$ cat src/acrw_pkg.sv
// shared constants and types for the converter control slice
package acrw_pkg;

  // ************************************************
  // register indices (byte address is four times)
  // ************************************************
  localparam logic [7:0] REF_CTRL_IDX  = 8'h02;
  localparam logic [7:0] WIN_CTRL_IDX  = 8'h03;
  localparam logic [7:0] INT_EN_IDX    = 8'h04;
  localparam logic [7:0] INT_FLAG_IDX  = 8'h05;
  localparam logic [7:0] STATUS_IDX    = 8'h06;
  localparam logic [7:0] ACC_CTRL_IDX  = 8'h09;
  localparam logic [7:0] RESULT_IDX    = 8'h10;
  localparam logic [7:0] SAMPLE_IDX    = 8'h14;
  localparam logic [7:0] LOW_THR_IDX   = 8'h1c;
  localparam logic [7:0] HIGH_THR_IDX  = 8'h1e;

  // ************************************************
  // field positions and reset values
  // ************************************************
  localparam int         N_FLAGS       = 6;
  localparam int         FLAG_TRIG_OVR = 5;
  localparam int         FLAG_SAMP_OVR = 4;
  localparam int         FLAG_RES_OVR  = 3;
  localparam int         FLAG_WIN      = 2;
  localparam int         FLAG_SAMP_RDY = 1;
  localparam int         FLAG_RES_RDY  = 0;
  localparam int         WIN_SRC_BIT   = 3;
  localparam logic [7:0] RST_BYTE      = 8'h00;
  localparam logic [3:0] ACC_MAX_CODE  = 4'ha;

  // reference codes
  localparam logic [2:0] REF_SUPPLY    = 3'h0;
  localparam logic [2:0] REF_EXTERNAL  = 3'h2;
  localparam logic [2:0] REF_1V024     = 3'h4;
  localparam logic [2:0] REF_2V048     = 3'h5;
  localparam logic [2:0] REF_4V096     = 3'h6;
  localparam logic [2:0] REF_2V500     = 3'h7;

  // ************************************************
  // timing
  // ************************************************
  localparam int REF_INIT_US     = 60;
  localparam int CLK_MHZ         = 100;
  localparam int REF_INIT_CYCLES = REF_INIT_US * CLK_MHZ;

  typedef enum logic [2:0] {
    WIN_OFF     = 3'b000,
    WIN_BELOW   = 3'b001,
    WIN_ABOVE   = 3'b010,
    WIN_INSIDE  = 3'b011,
    WIN_OUTSIDE = 3'b100
  } acrw_wmode_t;

  typedef enum logic [1:0] {
    ST_IDLE     = 2'b00,
    ST_WAIT_REF = 2'b01,
    ST_CONV     = 2'b10
  } acrw_state_t;

  function automatic logic [7:0] addr_of(input logic [7:0] idx);
    return {idx[5:0], 2'b00};
  endfunction : addr_of

  // reserved codes above the largest count act as the largest
  function automatic logic [10:0] samples_needed(input logic [3:0] code);
    logic [3:0] c;
    c = (code > ACC_MAX_CODE) ? ACC_MAX_CODE : code;
    return 11'h001 << c;
  endfunction : samples_needed

endpackage : acrw_pkg

$ cat src/acrw_win_if.sv
// window comparator hookup between core and comparator
interface acrw_win_if;
  logic [15:0] value;
  logic [15:0] low;
  logic [15:0] high;
  logic [2:0]  mode;
  logic        check;
  logic        match;
  modport host (output value, low, high, mode, check, input match);
  modport cmp  (input value, low, high, mode, check, output match);
endinterface : acrw_win_if

$ cat src/acrw_core.sv
// converter control slice: reference, window, flags, busy, apb
// What this block does
// - three-bit reference select: supply, external pin, four internal levels
// - switching to an internal reference waits 60 us before converting
// - window source bit picks result or sample low sixteen bits
// - window mode: off, below, above, inside, outside; rest reserved
// - sixteen-bit low and high thresholds in their own registers
// - six interrupt enables at bits five down to zero
// - flags clear on writing one; writing zero leaves them
// - trigger during a running conversion sets trigger overrun
// - new sample over an unread sample sets sample overwrite
// - new result over an unread result sets result overwrite
// - completion, or each new sample when the source bit picks the sample, with window condition met sets window match
// - new sample sets sample ready; sample read clears it
// - new result sets result ready; result read clears it
// - busy while converting or while reference settling pending
// - up to 1024 samples summed into result; sample keeps latest
//
// Register access over APB was left to the implementer.
module acrw_core
  import acrw_pkg::*;
#(
  parameter int REF_INIT_CYC = REF_INIT_CYCLES
)(
  input  logic        clk,
  input  logic        rst,
  input  logic        psel,
  input  logic        penable,
  input  logic        pwrite,
  input  logic [7:0]  paddr,
  input  logic [31:0] pwdata,
  output logic [31:0] prdata,
  output logic        pready,
  output logic        pslverr,
  input  logic        start_trigger,
  input  logic        sample_strobe,
  input  logic [15:0] sample_data,
  output logic        conv_go,
  output logic [2:0]  reference_select,
  output logic        converter_busy,
  output logic        irq
);

  // ************************************************
  // storage
  // ************************************************
  logic [2:0]         ref_sel_reg;
  logic               win_src_reg;
  logic [2:0]         win_mode_reg;
  logic [N_FLAGS-1:0] int_en_reg;
  logic [N_FLAGS-1:0] flags_reg;
  logic [N_FLAGS-1:0] flags_next;
  logic [3:0]         acc_code_reg;
  logic [15:0]        low_thr_reg;
  logic [15:0]        high_thr_reg;
  logic [31:0]        result_reg;
  logic [15:0]        sample_reg;
  logic [31:0]        acc_sum_reg;
  logic [10:0]        acc_cnt_reg;
  logic [15:0]        settle_cnt_reg;
  acrw_state_t        state_reg;
  logic               conv_go_reg;
  logic               busy_reg;
  logic               irq_reg;
  logic [31:0]        prdata_reg;
  logic               pready_reg;
  logic               pslverr_reg;

  // ************************************************
  // apb decode
  // ************************************************
  logic        setup;
  logic        access;
  logic        wr_en;
  logic        rd_en;
  logic [31:0] rd_mux;
  logic        mapped;

  assign setup  = psel & ~penable;
  assign access = psel & penable & pready_reg;
  assign wr_en  = access & pwrite;
  assign rd_en  = access & ~pwrite;

  always_comb begin
    rd_mux = 32'h0;
    mapped = 1'b1;
    if (paddr == addr_of(REF_CTRL_IDX)) begin
      rd_mux = {29'h0, ref_sel_reg};
    end else if (paddr == addr_of(WIN_CTRL_IDX)) begin
      rd_mux = {28'h0, win_src_reg, win_mode_reg};
    end else if (paddr == addr_of(INT_EN_IDX)) begin
      rd_mux = {26'h0, int_en_reg};
    end else if (paddr == addr_of(INT_FLAG_IDX)) begin
      rd_mux = {26'h0, flags_reg};
    end else if (paddr == addr_of(STATUS_IDX)) begin
      rd_mux = {31'h0, busy_reg};
    end else if (paddr == addr_of(ACC_CTRL_IDX)) begin
      rd_mux = {28'h0, acc_code_reg};
    end else if (paddr == addr_of(RESULT_IDX)) begin
      rd_mux = result_reg;
    end else if (paddr == addr_of(SAMPLE_IDX)) begin
      rd_mux = {16'h0, sample_reg};
    end else if (paddr == addr_of(LOW_THR_IDX)) begin
      rd_mux = {16'h0, low_thr_reg};
    end else if (paddr == addr_of(HIGH_THR_IDX)) begin
      rd_mux = {16'h0, high_thr_reg};
    end else begin
      mapped = 1'b0;
    end
  end

  // one wait-free access phase: data is latched in setup
  always_ff @(posedge clk) begin
    if (rst) begin
      pready_reg  <= 1'b0;
      prdata_reg  <= 32'h0;
      pslverr_reg <= 1'b0;
    end else begin
      pready_reg  <= setup;
      pslverr_reg <= setup & ~mapped;
      if (setup && !pwrite) begin
        prdata_reg <= rd_mux;
      end
    end
  end

  // ************************************************
  // control registers
  // ************************************************
  logic wr_ref;
  logic ref_load;

  assign wr_ref   = wr_en && paddr == addr_of(REF_CTRL_IDX);
  assign ref_load = wr_ref && pwdata[2] && pwdata[2:0] != ref_sel_reg;

  always_ff @(posedge clk) begin
    if (rst) begin
      ref_sel_reg  <= RST_BYTE[2:0];
      win_src_reg  <= RST_BYTE[WIN_SRC_BIT];
      win_mode_reg <= RST_BYTE[2:0];
      int_en_reg   <= RST_BYTE[N_FLAGS-1:0];
      acc_code_reg <= RST_BYTE[3:0];
      low_thr_reg  <= 16'h0;
      high_thr_reg <= 16'h0;
    end else begin
      if (wr_ref) begin
        ref_sel_reg <= pwdata[2:0];
      end
      if (wr_en && paddr == addr_of(WIN_CTRL_IDX)) begin
        win_src_reg  <= pwdata[WIN_SRC_BIT];
        win_mode_reg <= pwdata[2:0];
      end
      if (wr_en && paddr == addr_of(INT_EN_IDX)) begin
        int_en_reg <= pwdata[N_FLAGS-1:0];
      end
      if (wr_en && paddr == addr_of(ACC_CTRL_IDX)) begin
        acc_code_reg <= pwdata[3:0];
      end
      if (wr_en && paddr == addr_of(LOW_THR_IDX)) begin
        low_thr_reg <= pwdata[15:0];
      end
      if (wr_en && paddr == addr_of(HIGH_THR_IDX)) begin
        high_thr_reg <= pwdata[15:0];
      end
    end
  end

  // ************************************************
  // reference settling
  // ************************************************
  logic settled;

  assign settled = settle_cnt_reg == 16'h0;

  // count the init time after moving to an internal level
  always_ff @(posedge clk) begin
    if (rst) begin
      settle_cnt_reg <= 16'h0;
    end else if (ref_load) begin
      settle_cnt_reg <= 16'(REF_INIT_CYC);
    end else if (!settled) begin
      settle_cnt_reg <= settle_cnt_reg - 16'h1;
    end
  end

  // ************************************************
  // conversion sequencing and accumulation
  // ************************************************
  logic        conv_act;
  logic        samp_evt;
  logic        res_evt;
  logic        trig_ovr;
  logic [31:0] acc_sum_new;
  logic [10:0] acc_cnt_new;

  assign conv_act    = state_reg == ST_CONV;
  assign samp_evt    = conv_act & sample_strobe;
  assign acc_sum_new = acc_sum_reg + {16'h0, sample_data};
  assign acc_cnt_new = acc_cnt_reg + 11'h1;
  // result completes after the chosen number of samples
  assign res_evt     = samp_evt && acc_cnt_new == samples_needed(acc_code_reg);
  // trigger while the burst still runs
  assign trig_ovr    = conv_act & start_trigger;

  // a trigger during settling is held, not flagged: nothing converts yet
  always_ff @(posedge clk) begin
    if (rst) begin
      state_reg   <= ST_IDLE;
      conv_go_reg <= 1'b0;
    end else begin
      conv_go_reg <= 1'b0;
      case (state_reg)
        ST_IDLE: begin
          if (start_trigger) begin
            if (settled) begin
              conv_go_reg <= 1'b1;
              state_reg   <= ST_CONV;
            end else begin
              state_reg <= ST_WAIT_REF;
            end
          end
        end
        // hold the start until the reference is usable
        ST_WAIT_REF: begin
          if (settled) begin
            conv_go_reg <= 1'b1;
            state_reg   <= ST_CONV;
          end
        end
        ST_CONV: begin
          if (res_evt) begin
            state_reg <= ST_IDLE;
          end else if (samp_evt) begin
            conv_go_reg <= 1'b1;
          end
        end
        default: begin
          state_reg <= ST_IDLE;
        end
      endcase
    end
  end

  // sum into result, sample keeps the latest
  always_ff @(posedge clk) begin
    if (rst) begin
      acc_sum_reg <= 32'h0;
      acc_cnt_reg <= 11'h0;
      result_reg  <= 32'h0;
      sample_reg  <= 16'h0;
    end else if (samp_evt) begin
      sample_reg <= sample_data;
      if (res_evt) begin
        result_reg  <= acc_sum_new;
        acc_sum_reg <= 32'h0;
        acc_cnt_reg <= 11'h0;
      end else begin
        acc_sum_reg <= acc_sum_new;
        acc_cnt_reg <= acc_cnt_new;
      end
    end
  end

  // ************************************************
  // window comparator
  // ************************************************
  acrw_win_if win ();

  // compare the value that is being stored
  assign win.value = win_src_reg ? sample_data : acc_sum_new[15:0];
  assign win.check = win_src_reg ? samp_evt : res_evt;
  assign win.low   = low_thr_reg;
  assign win.high  = high_thr_reg;
  assign win.mode  = win_mode_reg;

  acrw_window u_window (
    .w (win)
  );

  // ************************************************
  // flags and interrupt
  // ************************************************
  logic [N_FLAGS-1:0] flag_set;
  logic [N_FLAGS-1:0] flag_clr;
  logic               rd_sample;
  logic               rd_result;
  logic               wr_flags;

  assign rd_sample = rd_en && paddr == addr_of(SAMPLE_IDX);
  assign rd_result = rd_en && paddr == addr_of(RESULT_IDX);
  assign wr_flags  = wr_en && paddr == addr_of(INT_FLAG_IDX);

  always_comb begin
    flag_set = '0;
    flag_clr = '0;
    flag_set[FLAG_TRIG_OVR] = trig_ovr;
    // unread while sample ready still set
    flag_set[FLAG_SAMP_OVR] = samp_evt & flags_reg[FLAG_SAMP_RDY];
    // unread while result ready still set
    flag_set[FLAG_RES_OVR]  = res_evt & flags_reg[FLAG_RES_RDY];
    flag_set[FLAG_WIN]      = win.match;
    flag_set[FLAG_SAMP_RDY] = samp_evt;
    flag_set[FLAG_RES_RDY]  = res_evt;
    if (wr_flags) begin
      flag_clr = pwdata[N_FLAGS-1:0];
    end
    flag_clr[FLAG_SAMP_RDY] = flag_clr[FLAG_SAMP_RDY] | rd_sample;
    flag_clr[FLAG_RES_RDY]  = flag_clr[FLAG_RES_RDY] | rd_result;
    // a new event in the clearing cycle survives
    flags_next = (flags_reg & ~flag_clr) | flag_set;
  end

  always_ff @(posedge clk) begin
    if (rst) begin
      flags_reg <= RST_BYTE[N_FLAGS-1:0];
      irq_reg   <= 1'b0;
      busy_reg  <= 1'b0;
    end else begin
      flags_reg <= flags_next;
      // one level request from enabled flags
      irq_reg   <= |(flags_reg & int_en_reg);
      // busy from the state being entered, so it rises with conv_go
      busy_reg  <= (conv_act && !res_evt) || state_reg == ST_WAIT_REF
                   || (state_reg == ST_IDLE && start_trigger) || !settled || ref_load;
    end
  end

  assign prdata           = prdata_reg;
  assign pready           = pready_reg;
  assign pslverr          = pslverr_reg;
  assign conv_go          = conv_go_reg;
  assign reference_select = ref_sel_reg;
  assign converter_busy   = busy_reg;
  assign irq              = irq_reg;
endmodule : acrw_core

$ cat src/acrw_window.sv
// window comparator: value against two thresholds
module acrw_window
  import acrw_pkg::*;
(
  acrw_win_if.cmp w
);

  // ************************************************
  // comparison
  // ************************************************
  logic below;
  logic above;

  assign below = w.value < w.low;
  assign above = w.value > w.high;

  // mode decode, reserved codes never match
  // off and reserved codes give no match
  always_comb begin
    case (w.mode)
      WIN_BELOW:   w.match = w.check & below;
      WIN_ABOVE:   w.match = w.check & above;
      WIN_INSIDE:  w.match = w.check & (w.value > w.low) & (w.value < w.high);
      WIN_OUTSIDE: w.match = w.check & (below | above);
      default:     w.match = 1'b0;
    endcase
  end

endmodule : acrw_window

$ cat config.mk
export PLATFORM = sky130hd
export DESIGN_NAME = acrw_core
export DESIGN_NICKNAME = d
export VERILOG_FILES = /design/src/acrw_pkg.sv /design/src/acrw_win_if.sv /design/src/acrw_core.sv /design/src/acrw_window.sv
export SDC_FILE = /design/constraint.sdc
export NUM_CORES = 1
export LEC_CHECK = 0
export BUFFER_PORTS_ARGS = -buffer_cell sky130_fd_sc_hd__buf_2
export CORE_ASPECT_RATIO = 1.1
export CORE_MARGIN = 3
export CORE_UTILIZATION = 50
export CTS_BUF_LIST = sky130_fd_sc_hd__clkbuf_2
export CTS_CLUSTER_SIZE = 16
export DETAILED_ROUTE_END_ITERATION = 16
export PLACE_DENSITY = 0.7
export SLEW_MARGIN = 5
export SYNTH_ARGS = -nofsm -noshare
export SYNTH_HDL_FRONTEND = slang
export SYNTH_SLANG_ARGS = --single-unit
$ cat constraint.sdc
create_clock -name clk -period 12.05 [get_ports clk]
set_input_delay 2.41 -clock clk [delete_from_list [all_inputs] [get_ports clk]]
set_output_delay 2.41 -clock clk [all_outputs]
set_load 0.01 [all_outputs]
==> results of run 1 <==
per-layer routing:
| metal | routed length, µm | part of all wire (%) | vias up |
|---|---|---|---|
| li1 | - | - | 4879 |
| met1 | 13200 | 45 | 4587 |
| met2 | 13300 | 46 | 352 |
| met3 | 1930 | 6.6 | 56 |
| met4 | 613 | 2.1 | 0 |
| met5 | 0 | 0 | - |
worst max-delay path, stage by stage:
cell      delay (ns)
buf_2           0.13
ha_1            0.22
fa_1            0.43
a211oi_1        0.33
nor2_1          0.09
o211a_1         0.24
or2_2           0.29
o21ai_0         0.21
xnor2_1         0.16
mux2_2          0.34
ha_1            0.28
nand4_1         0.13
nor2_1          0.21
nand3_1         0.15
a211o_1         0.25
o211ai_1        0.15
o311ai_0        0.19
mux2i_1         0.22
o311a_1         0.16
power by group through the flow:
stage	logic, mW	clock network (mW)	registers [mW]
2_1_floorplan	0.188	0	0.740
3_3_place_gp	0.240	0	0.746
3_5_place_dp	0.245	0	0.747
4_1_cts	0.247	0.446	0.732
5_1_grt	0.277	0.482	0.738
6_report	0.248	0.435	0.732
worst paths after layout:
| check | from | to |
|---|---|---|
| worst max-delay path | sample_data[0] | flags_reg[2]$_SDFF_PP0_ |
| worst min-delay path | result_reg[8]$_SDFFE_PP0P_ | result_reg[8]$_SDFFE_PP0P_ |
| worst max register to register | acc_sum_reg[0]$_SDFFE_PP0P_ | flags_reg[2]$_SDFF_PP0_ |
| worst min register to register | result_reg[8]$_SDFFE_PP0P_ | result_reg[8]$_SDFFE_PP0P_ |
area by class of cell:
| cell class | count | area share (%) |
|---|---|---|
| Antenna cell | 3 | 0.0644 |
| Clock buffer | 65 | 2.79 |
| Clock inverter | 22 | 0.784 |
| Inverter | 43 | 1.38 |
| Multi-Input combinational cell | 988 | 52.8 |
| Sequential cell | 201 | 34.5 |
| Tap cell | 285 | 3.06 |
| Timing Repair Buffer | 100 | 4.62 |
kinds of logic after synthesis:
family | Yosys count
adders and majority gates | 51
AOI/OAI and AO/OA | 324
buffers and inverters | 124
xor gates and xnor gates | 53
DFF | 201
and+or+nand+nor | 502
muxes | 58
layout by cell type (no fill, tap or decap), types with 11 or more instances in the layout:
master,n
dfxtp_1,201
nand2_1,185
a21oi_1,153
nor2_1,118
buf_2,85
nand3_1,65
clkbuf_2,65
ha_1,50
inv_1,43
o21ai_0,43
xnor2_1,34
a22oi_1,31
mux2_2,30
mux2i_1,28
nor3_1,22
xor2_1,18
clkinv_1,16
buf_4,15
nand4_1,14
a222oi_1,13
nor4_1,12
and3_1,11
a31oi_1,11
per-stage QoR:
stage | hold slack, ns | std cells
after detailed placement | 0.446 | 1617
after global placement | 0.436 | 1617
after floorplan | 0.429 | 1313
after global routing | 0.481 | 1706
after CTS | 0.461 | 1704
final | 0.458 | 1707
==> metrics, run 1 <==
Num CTS Buffers=51; leakage power=4.28 nW; drt wl/cell=17.0 µm; switching power=0.461 mW; critical path class=input pin to flip-flop; layout cells sized above 1=15.6%; # DRC=0; Fmax achieved=172 MHz; Reg area=4020 µm²; gr busiest metal=met2; top_reg_cell synth=dfxtp_1; TritonCTS sink count=201; post-synthesis sequential area ratio=37.8%; Fin Setup TNS=0 ns; crit end category=flip-flop; Internal Pwr Total=0.953 mW; outcome=completed; number of setup buffers added after CTS=0; CP arrival=6.59 ns; Synth Area in Simple Gates=22.4%; ranking of synthesized cells by instance count=201 x dfxtp_1, 186 x nand2_1, 153 x a21oi_1; Synth Instances=1,313; CP required=12.82 ns; clock share of power=30.7%; router iterations before antenna repair=7; fillers=2,003; gpl congestion=0.876; Chip Width=145 µm; Initial Util=51.3%; grt met2 use=39.3%; unrepaired setup endpoints after global routing=false; met1 usage=33.2%; Slew Limit Fails=0; Slew @ Worst Pin=1.27 ns; Max rail drop VDD=67.5 µV; gr usage total=24.4%; Hold WC Path Type=flip-flop to flip-flop; Crit Path Max Fanout=3; number of I/O port buffers=86; Final WS setup=6.22 ns; switching portion of total power=32.6%; met3 global-route usage=4.27%; detailed-route via count=9,874; grt total ovfl=0; fin util=56.1%; Vias/cell=5.78; Area contributors post-synth=dfxtp_1 38%, a21oi_1 7.2%, nand2_1 6.6%, ha_1 5.9%, nor2_1 4.2%; first-pass GRT wire length=47.5 mm; root buffer cell=clkbuf_2; footprint of the multi-input gates=6150 µm²; Clock Latency Late Sink=0.83 ns; R2R Setup Slk=7.67 ns; chip height=159 µm; final hold vios=0; period utilisation layout=48.4%; maxcap violations=0; Synth Area in XOR/XNOR=4.43%; 1st-iter DRT viols=881; part of the power in combinational logic=17.5%; Post-synth ARST share=0%; Synth top area share=37.8%; dominant cell type by area after synthesis=dfxtp_1; main combinational cell family by area after synthesis=simple AND/OR/NAND/NOR gates; Worst Reg-to-Reg Cells=18; Adder-Cell Fraction of Synth Area=6.06%; vias in the first global route=9,392; Synth Area per Inst=8.11 µm²; Power Density=121 nW/µm²; Layout Skew=0.0945 ns; CTS Hold Bufs=0; Reg clk slew, reported paths=0.10 ns; CTS resizes=0; Area after DPL=11,200 µm²; syn nets=1,427; Pwr Total=1.41 mW; clk buf depth=3; Final ANT Viol Nets=0; die area=23,100 µm²; H-tree lvl count=2; area fraction in compound gates after synthesis=18.9%; startpoint types=input pin; Final Setup Violations=0; Seq pwr share=51.7%; worst slack, placed=5.42 ns; initial antenna violation count=2; row count=55; fin area=11,700 µm²; most common cell in the netlist=dfxtp_1; wirelength, routed=29.1 mm; Hold Crit Depth=2; post-synthesis mux area share=5.80%; worst relative slew slack=14.9%; Final #Nets=1,499; yosys synthesis warning count=0; Synth-to-Final Area Change=9.41%; flops & latches, synth=201; fin crit period=5.83 ns; I/O pin count=103; CTS tree=built; DP Wirelength=19.9 mm; synth unique cells=74; Post-synth EDFFs=0; mapped cell area=10,700 µm²; largest net degree at the start of global routing=71; core area=20,800 µm²
No activity file was read; power rests on OpenSTA's default activity.
==> inputs of run 2 (changes only) <==
Settings changed: ABC_AREA set to 1, PLACE_DENSITY 0.7 to 0.73.
Clock period 12.05 ns to 5.2 ns, I/O delays scaled along.
==> metrics, run 2 <==
flops & latches, synth=201 (unchanged); Final #Nets=1,842 (+23%); R2R Setup Slk=1.78 ns (-5.89 ns); vias in the first global route=10,500 (+12%); final hold vios=0 (unchanged); grt total ovfl=0 (unchanged); critical path buffer and inverter count=1 (unchanged); crit path from=sample_data[0]; router iterations before antenna repair=5 (-2); startpoint types=input pin; gpl congestion=0.935 (+6.7%); root buffer cell=clkbuf_2; core area=21,500 µm² (+3.5%); Worst Reg-to-Reg Cells=12 (-6); Seq pwr share=49.4% (-2.3 points); chip height=162 µm (+1.6%); die area=23,800 µm² (+3.2%); initial antenna violation count=4 (+2); fin area=12,100 µm² (+3.4%); delay-heaviest family, CP=simple AND/OR/NAND/NOR gates; Internal Pwr Total=2.25 mW (+140%); Layout Skew=0.0889 ns (-0.00567 ns); number of I/O port buffers=86 (unchanged); Area contributors post-synth=dfxtp_1 37%, nand2_1 16%, a21oi_1 11%, inv_1 5.9%, ha_1 5.7%; first-pass GRT wire length=49.8 mm (+4.9%); Initial Util=51.2% (-0.10 points); part of the power in combinational logic=19.4% (+1.9 points); number of setup buffers added after CTS=0 (unchanged); Max rail drop VDD=145 µV (+120%); Num CTS Buffers=52 (+2.0%); most common cell after layout, fill and taps aside=nand2_1; crit-path max cell delay=0.40 ns (-0.03 ns); CTS resizes=0 (unchanged); Clock Latency Late Sink=0.84 ns (about the same); fin util=56.0% (about the same); Slew @ Worst Pin=0.975 ns (-0.296 ns); Slew Limit Fails=0 (unchanged); # DRC=0 (unchanged); row count=56 (+1.8%); WP depth=22 (+3); CP Capture Point=flags_reg[2]$_SDFF_PP0_; CTS tree=built; wirelength, routed=30.4 mm (+4.4%); largest net degree at the start of global routing=72 (+1.4%); Synth Area per Inst=6.68 µm² (-18%); most frequent cells in the layout=471 x nand2_1, 234 x a21oi_1, 201 x dfxtp_1; crit end category=flip-flop; gr usage total=25.2% (+0.82 points); Post-synth ARST share=0% (unchanged); critical path class=input pin to flip-flop; period utilisation layout=66.0%; CTS Hold Bufs=0 (unchanged); mapped cell area=11,000 µm² (+3.3%); worst slack, placed=1.02 ns (-4.40 ns); Fmax achieved=291 MHz; clock share of power=31.3% (+0.6 points); Post-synth EDFFs=0 (unchanged); Final WS setup=1.77 ns (-4.45 ns); most common cell in the netlist=nand2_1; CP required=5.95 ns (-6.87 ns); Crit Path Max Fanout=4 (+1); Synth-to-Final Area Change=9.55%; Most common cell on crit path=nand2_1; fillers=2,149 (+7.3%); unrepaired setup endpoints after global routing=false; switching power=1.17 mW (+150%); synth unique cells=41 (-45%); CP max-delay cell=fa_1; ranking of synthesized cells by instance count=471 x nand2_1, 234 x a21oi_1, 201 x dfxtp_1; Power Density=283 nW/µm² (+130%); detailed-route via count=11,100 (+12%); switching portion of total power=34.2% (+1.6 points); final cell count without fillers=2,061 (+21%); worst relative slew slack=34.8% (+20 points); Final Setup Violations=0 (unchanged); maxcap violations=0 (unchanged); r2r startpoint=win_src_reg$_SDFFE_PP0P_; leakage power=5.12 nW (+20%); Synth top area share=36.6% (-1.2 points); Final ANT Viol Nets=0 (unchanged); Chip Width=147 µm (+1.6%); outcome=completed; Reg clk slew, reported paths=0.11 ns (about the same); syn nets=1,761 (+23%); Hold WC Path Type=flip-flop to flip-flop; top_reg_cell synth=dfxtp_1; DP Cell Count=1,964 (+21%); worst reg2reg path endpoint=flags_reg[2]$_SDFF_PP0_; yosys synthesis warning count=0 (unchanged); 1st-iter DRT viols=625 (-29%); Area after DPL=11,600 µm² (+3.1%); drt wl/cell=14.7 µm (-14%); CP arrival=4.18 ns (-2.41 ns); Vias/cell=5.37 (-7.2%); I/O pin count=103 (unchanged); fin crit period=3.43 ns; H-tree lvl count=2 (unchanged); TritonCTS sink count=201 (unchanged); clk buf depth=3 (unchanged); post-synthesis sequential area ratio=36.6% (-1.2 points); Synth Instances=1,647 (+25%); Fin Setup TNS=0 ns (unchanged); CP Cell Sequence=buf_2 -> ha_1 -> fa_1 -> nand3_1 -> nand2_1 -> nand2_1 -> nand2_1 -> nand2_1 -> nand2_1 -> xor2_1 -> nand2_1 -> nand2_1 -> ha_1 -> nand2_1 -> o21ai_0 -> a21oi_1 -> nand3_1 -> nand2_1 -> nand2_1 -> nand2_1 -> nand3_1 -> a21oi_1; Hold Crit Depth=2 (unchanged); layout cells sized above 1=10.2% (-5.4 points); dominant cell type by area after synthesis=dfxtp_1; DP Wirelength=21.3 mm (+6.8%)
## run 2: worst min path at each step
stage                                              end  slack [ns]                   startpoint
after floorplan            sample_reg[11]$_SDFFE_PP0P_        0.42  sample_reg[11]$_SDFFE_PP0P_
after global placement      sample_reg[6]$_SDFFE_PP0P_        0.44   sample_reg[6]$_SDFFE_PP0P_
after detailed placement    sample_reg[4]$_SDFFE_PP0P_        0.44   sample_reg[4]$_SDFFE_PP0P_
after CTS                 low_thr_reg[10]$_SDFFE_PP0P_        0.41                   pwdata[10]
after global routing       sample_reg[10]$_SDFFE_PP0P_        0.43              sample_data[10]
final                       sample_reg[4]$_SDFFE_PP0P_        0.46   sample_reg[4]$_SDFFE_PP0P_
## run 2: metal layers
metal / global-route usage (%) / up-vias / wire, µm
met3: 4.97 / 89 / 1850
met1: 31.5 / 5009 / 13400
met4: 10.4 / 6 / 1080
met2: 42.5 / 327 / 14000
met5: 0 / - / 28
li1: - / 5631 / -
## run 2: through the flow
stage	hold slack (ns)	total power [mW]
floorplan	0.425	2.21
global placement	0.437	2.36
detailed placement	0.441	2.38
CTS	0.413	3.44
global route	0.429	3.64
finish	0.457	3.41
## run 2: power groups by stage
stage | sequential (mW) | combinational (mW) | clock, mW
floorplan | 1.71 | 0.504 | 0
global placement | 1.72 | 0.643 | 0
detailed placement | 1.72 | 0.657 | 0
CTS | 1.68 | 0.660 | 1.10
global route | 1.70 | 0.761 | 1.18
finish | 1.69 | 0.662 | 1.07
## run 2: cell type report
| class | count | area [µm²] | area share (%) |
|---|---|---|---|
| Clock inverter | 29 | 139 | 1.15 |
| Sequential cell | 201 | 4020 | 33.4 |
| Clock buffer | 65 | 325 | 2.70 |
| Tap cell | 290 | 363 | 3.01 |
| Antenna cell | 3 | 7.51 | 0.0623 |
| Inverter | 182 | 684 | 5.68 |
| Timing Repair Buffer | 93 | 485 | 4.03 |
| Multi-Input combinational cell | 1198 | 6030 | 50.0 |
## run 2: cell families after synthesis
family          synth area share (%)
buf+inv                         8.73
simple gates                    28.1
flops                           36.6
xor+xnor                        2.31
fa+ha+maj                       5.87
compound gates                  18.3
mux                           0.0910
## run 2: worst min-delay path: stages, from the launching register on
cell and delay (ns):
dfxtp_1 0.31, inv_1 0.05, a21oi_1 0.05
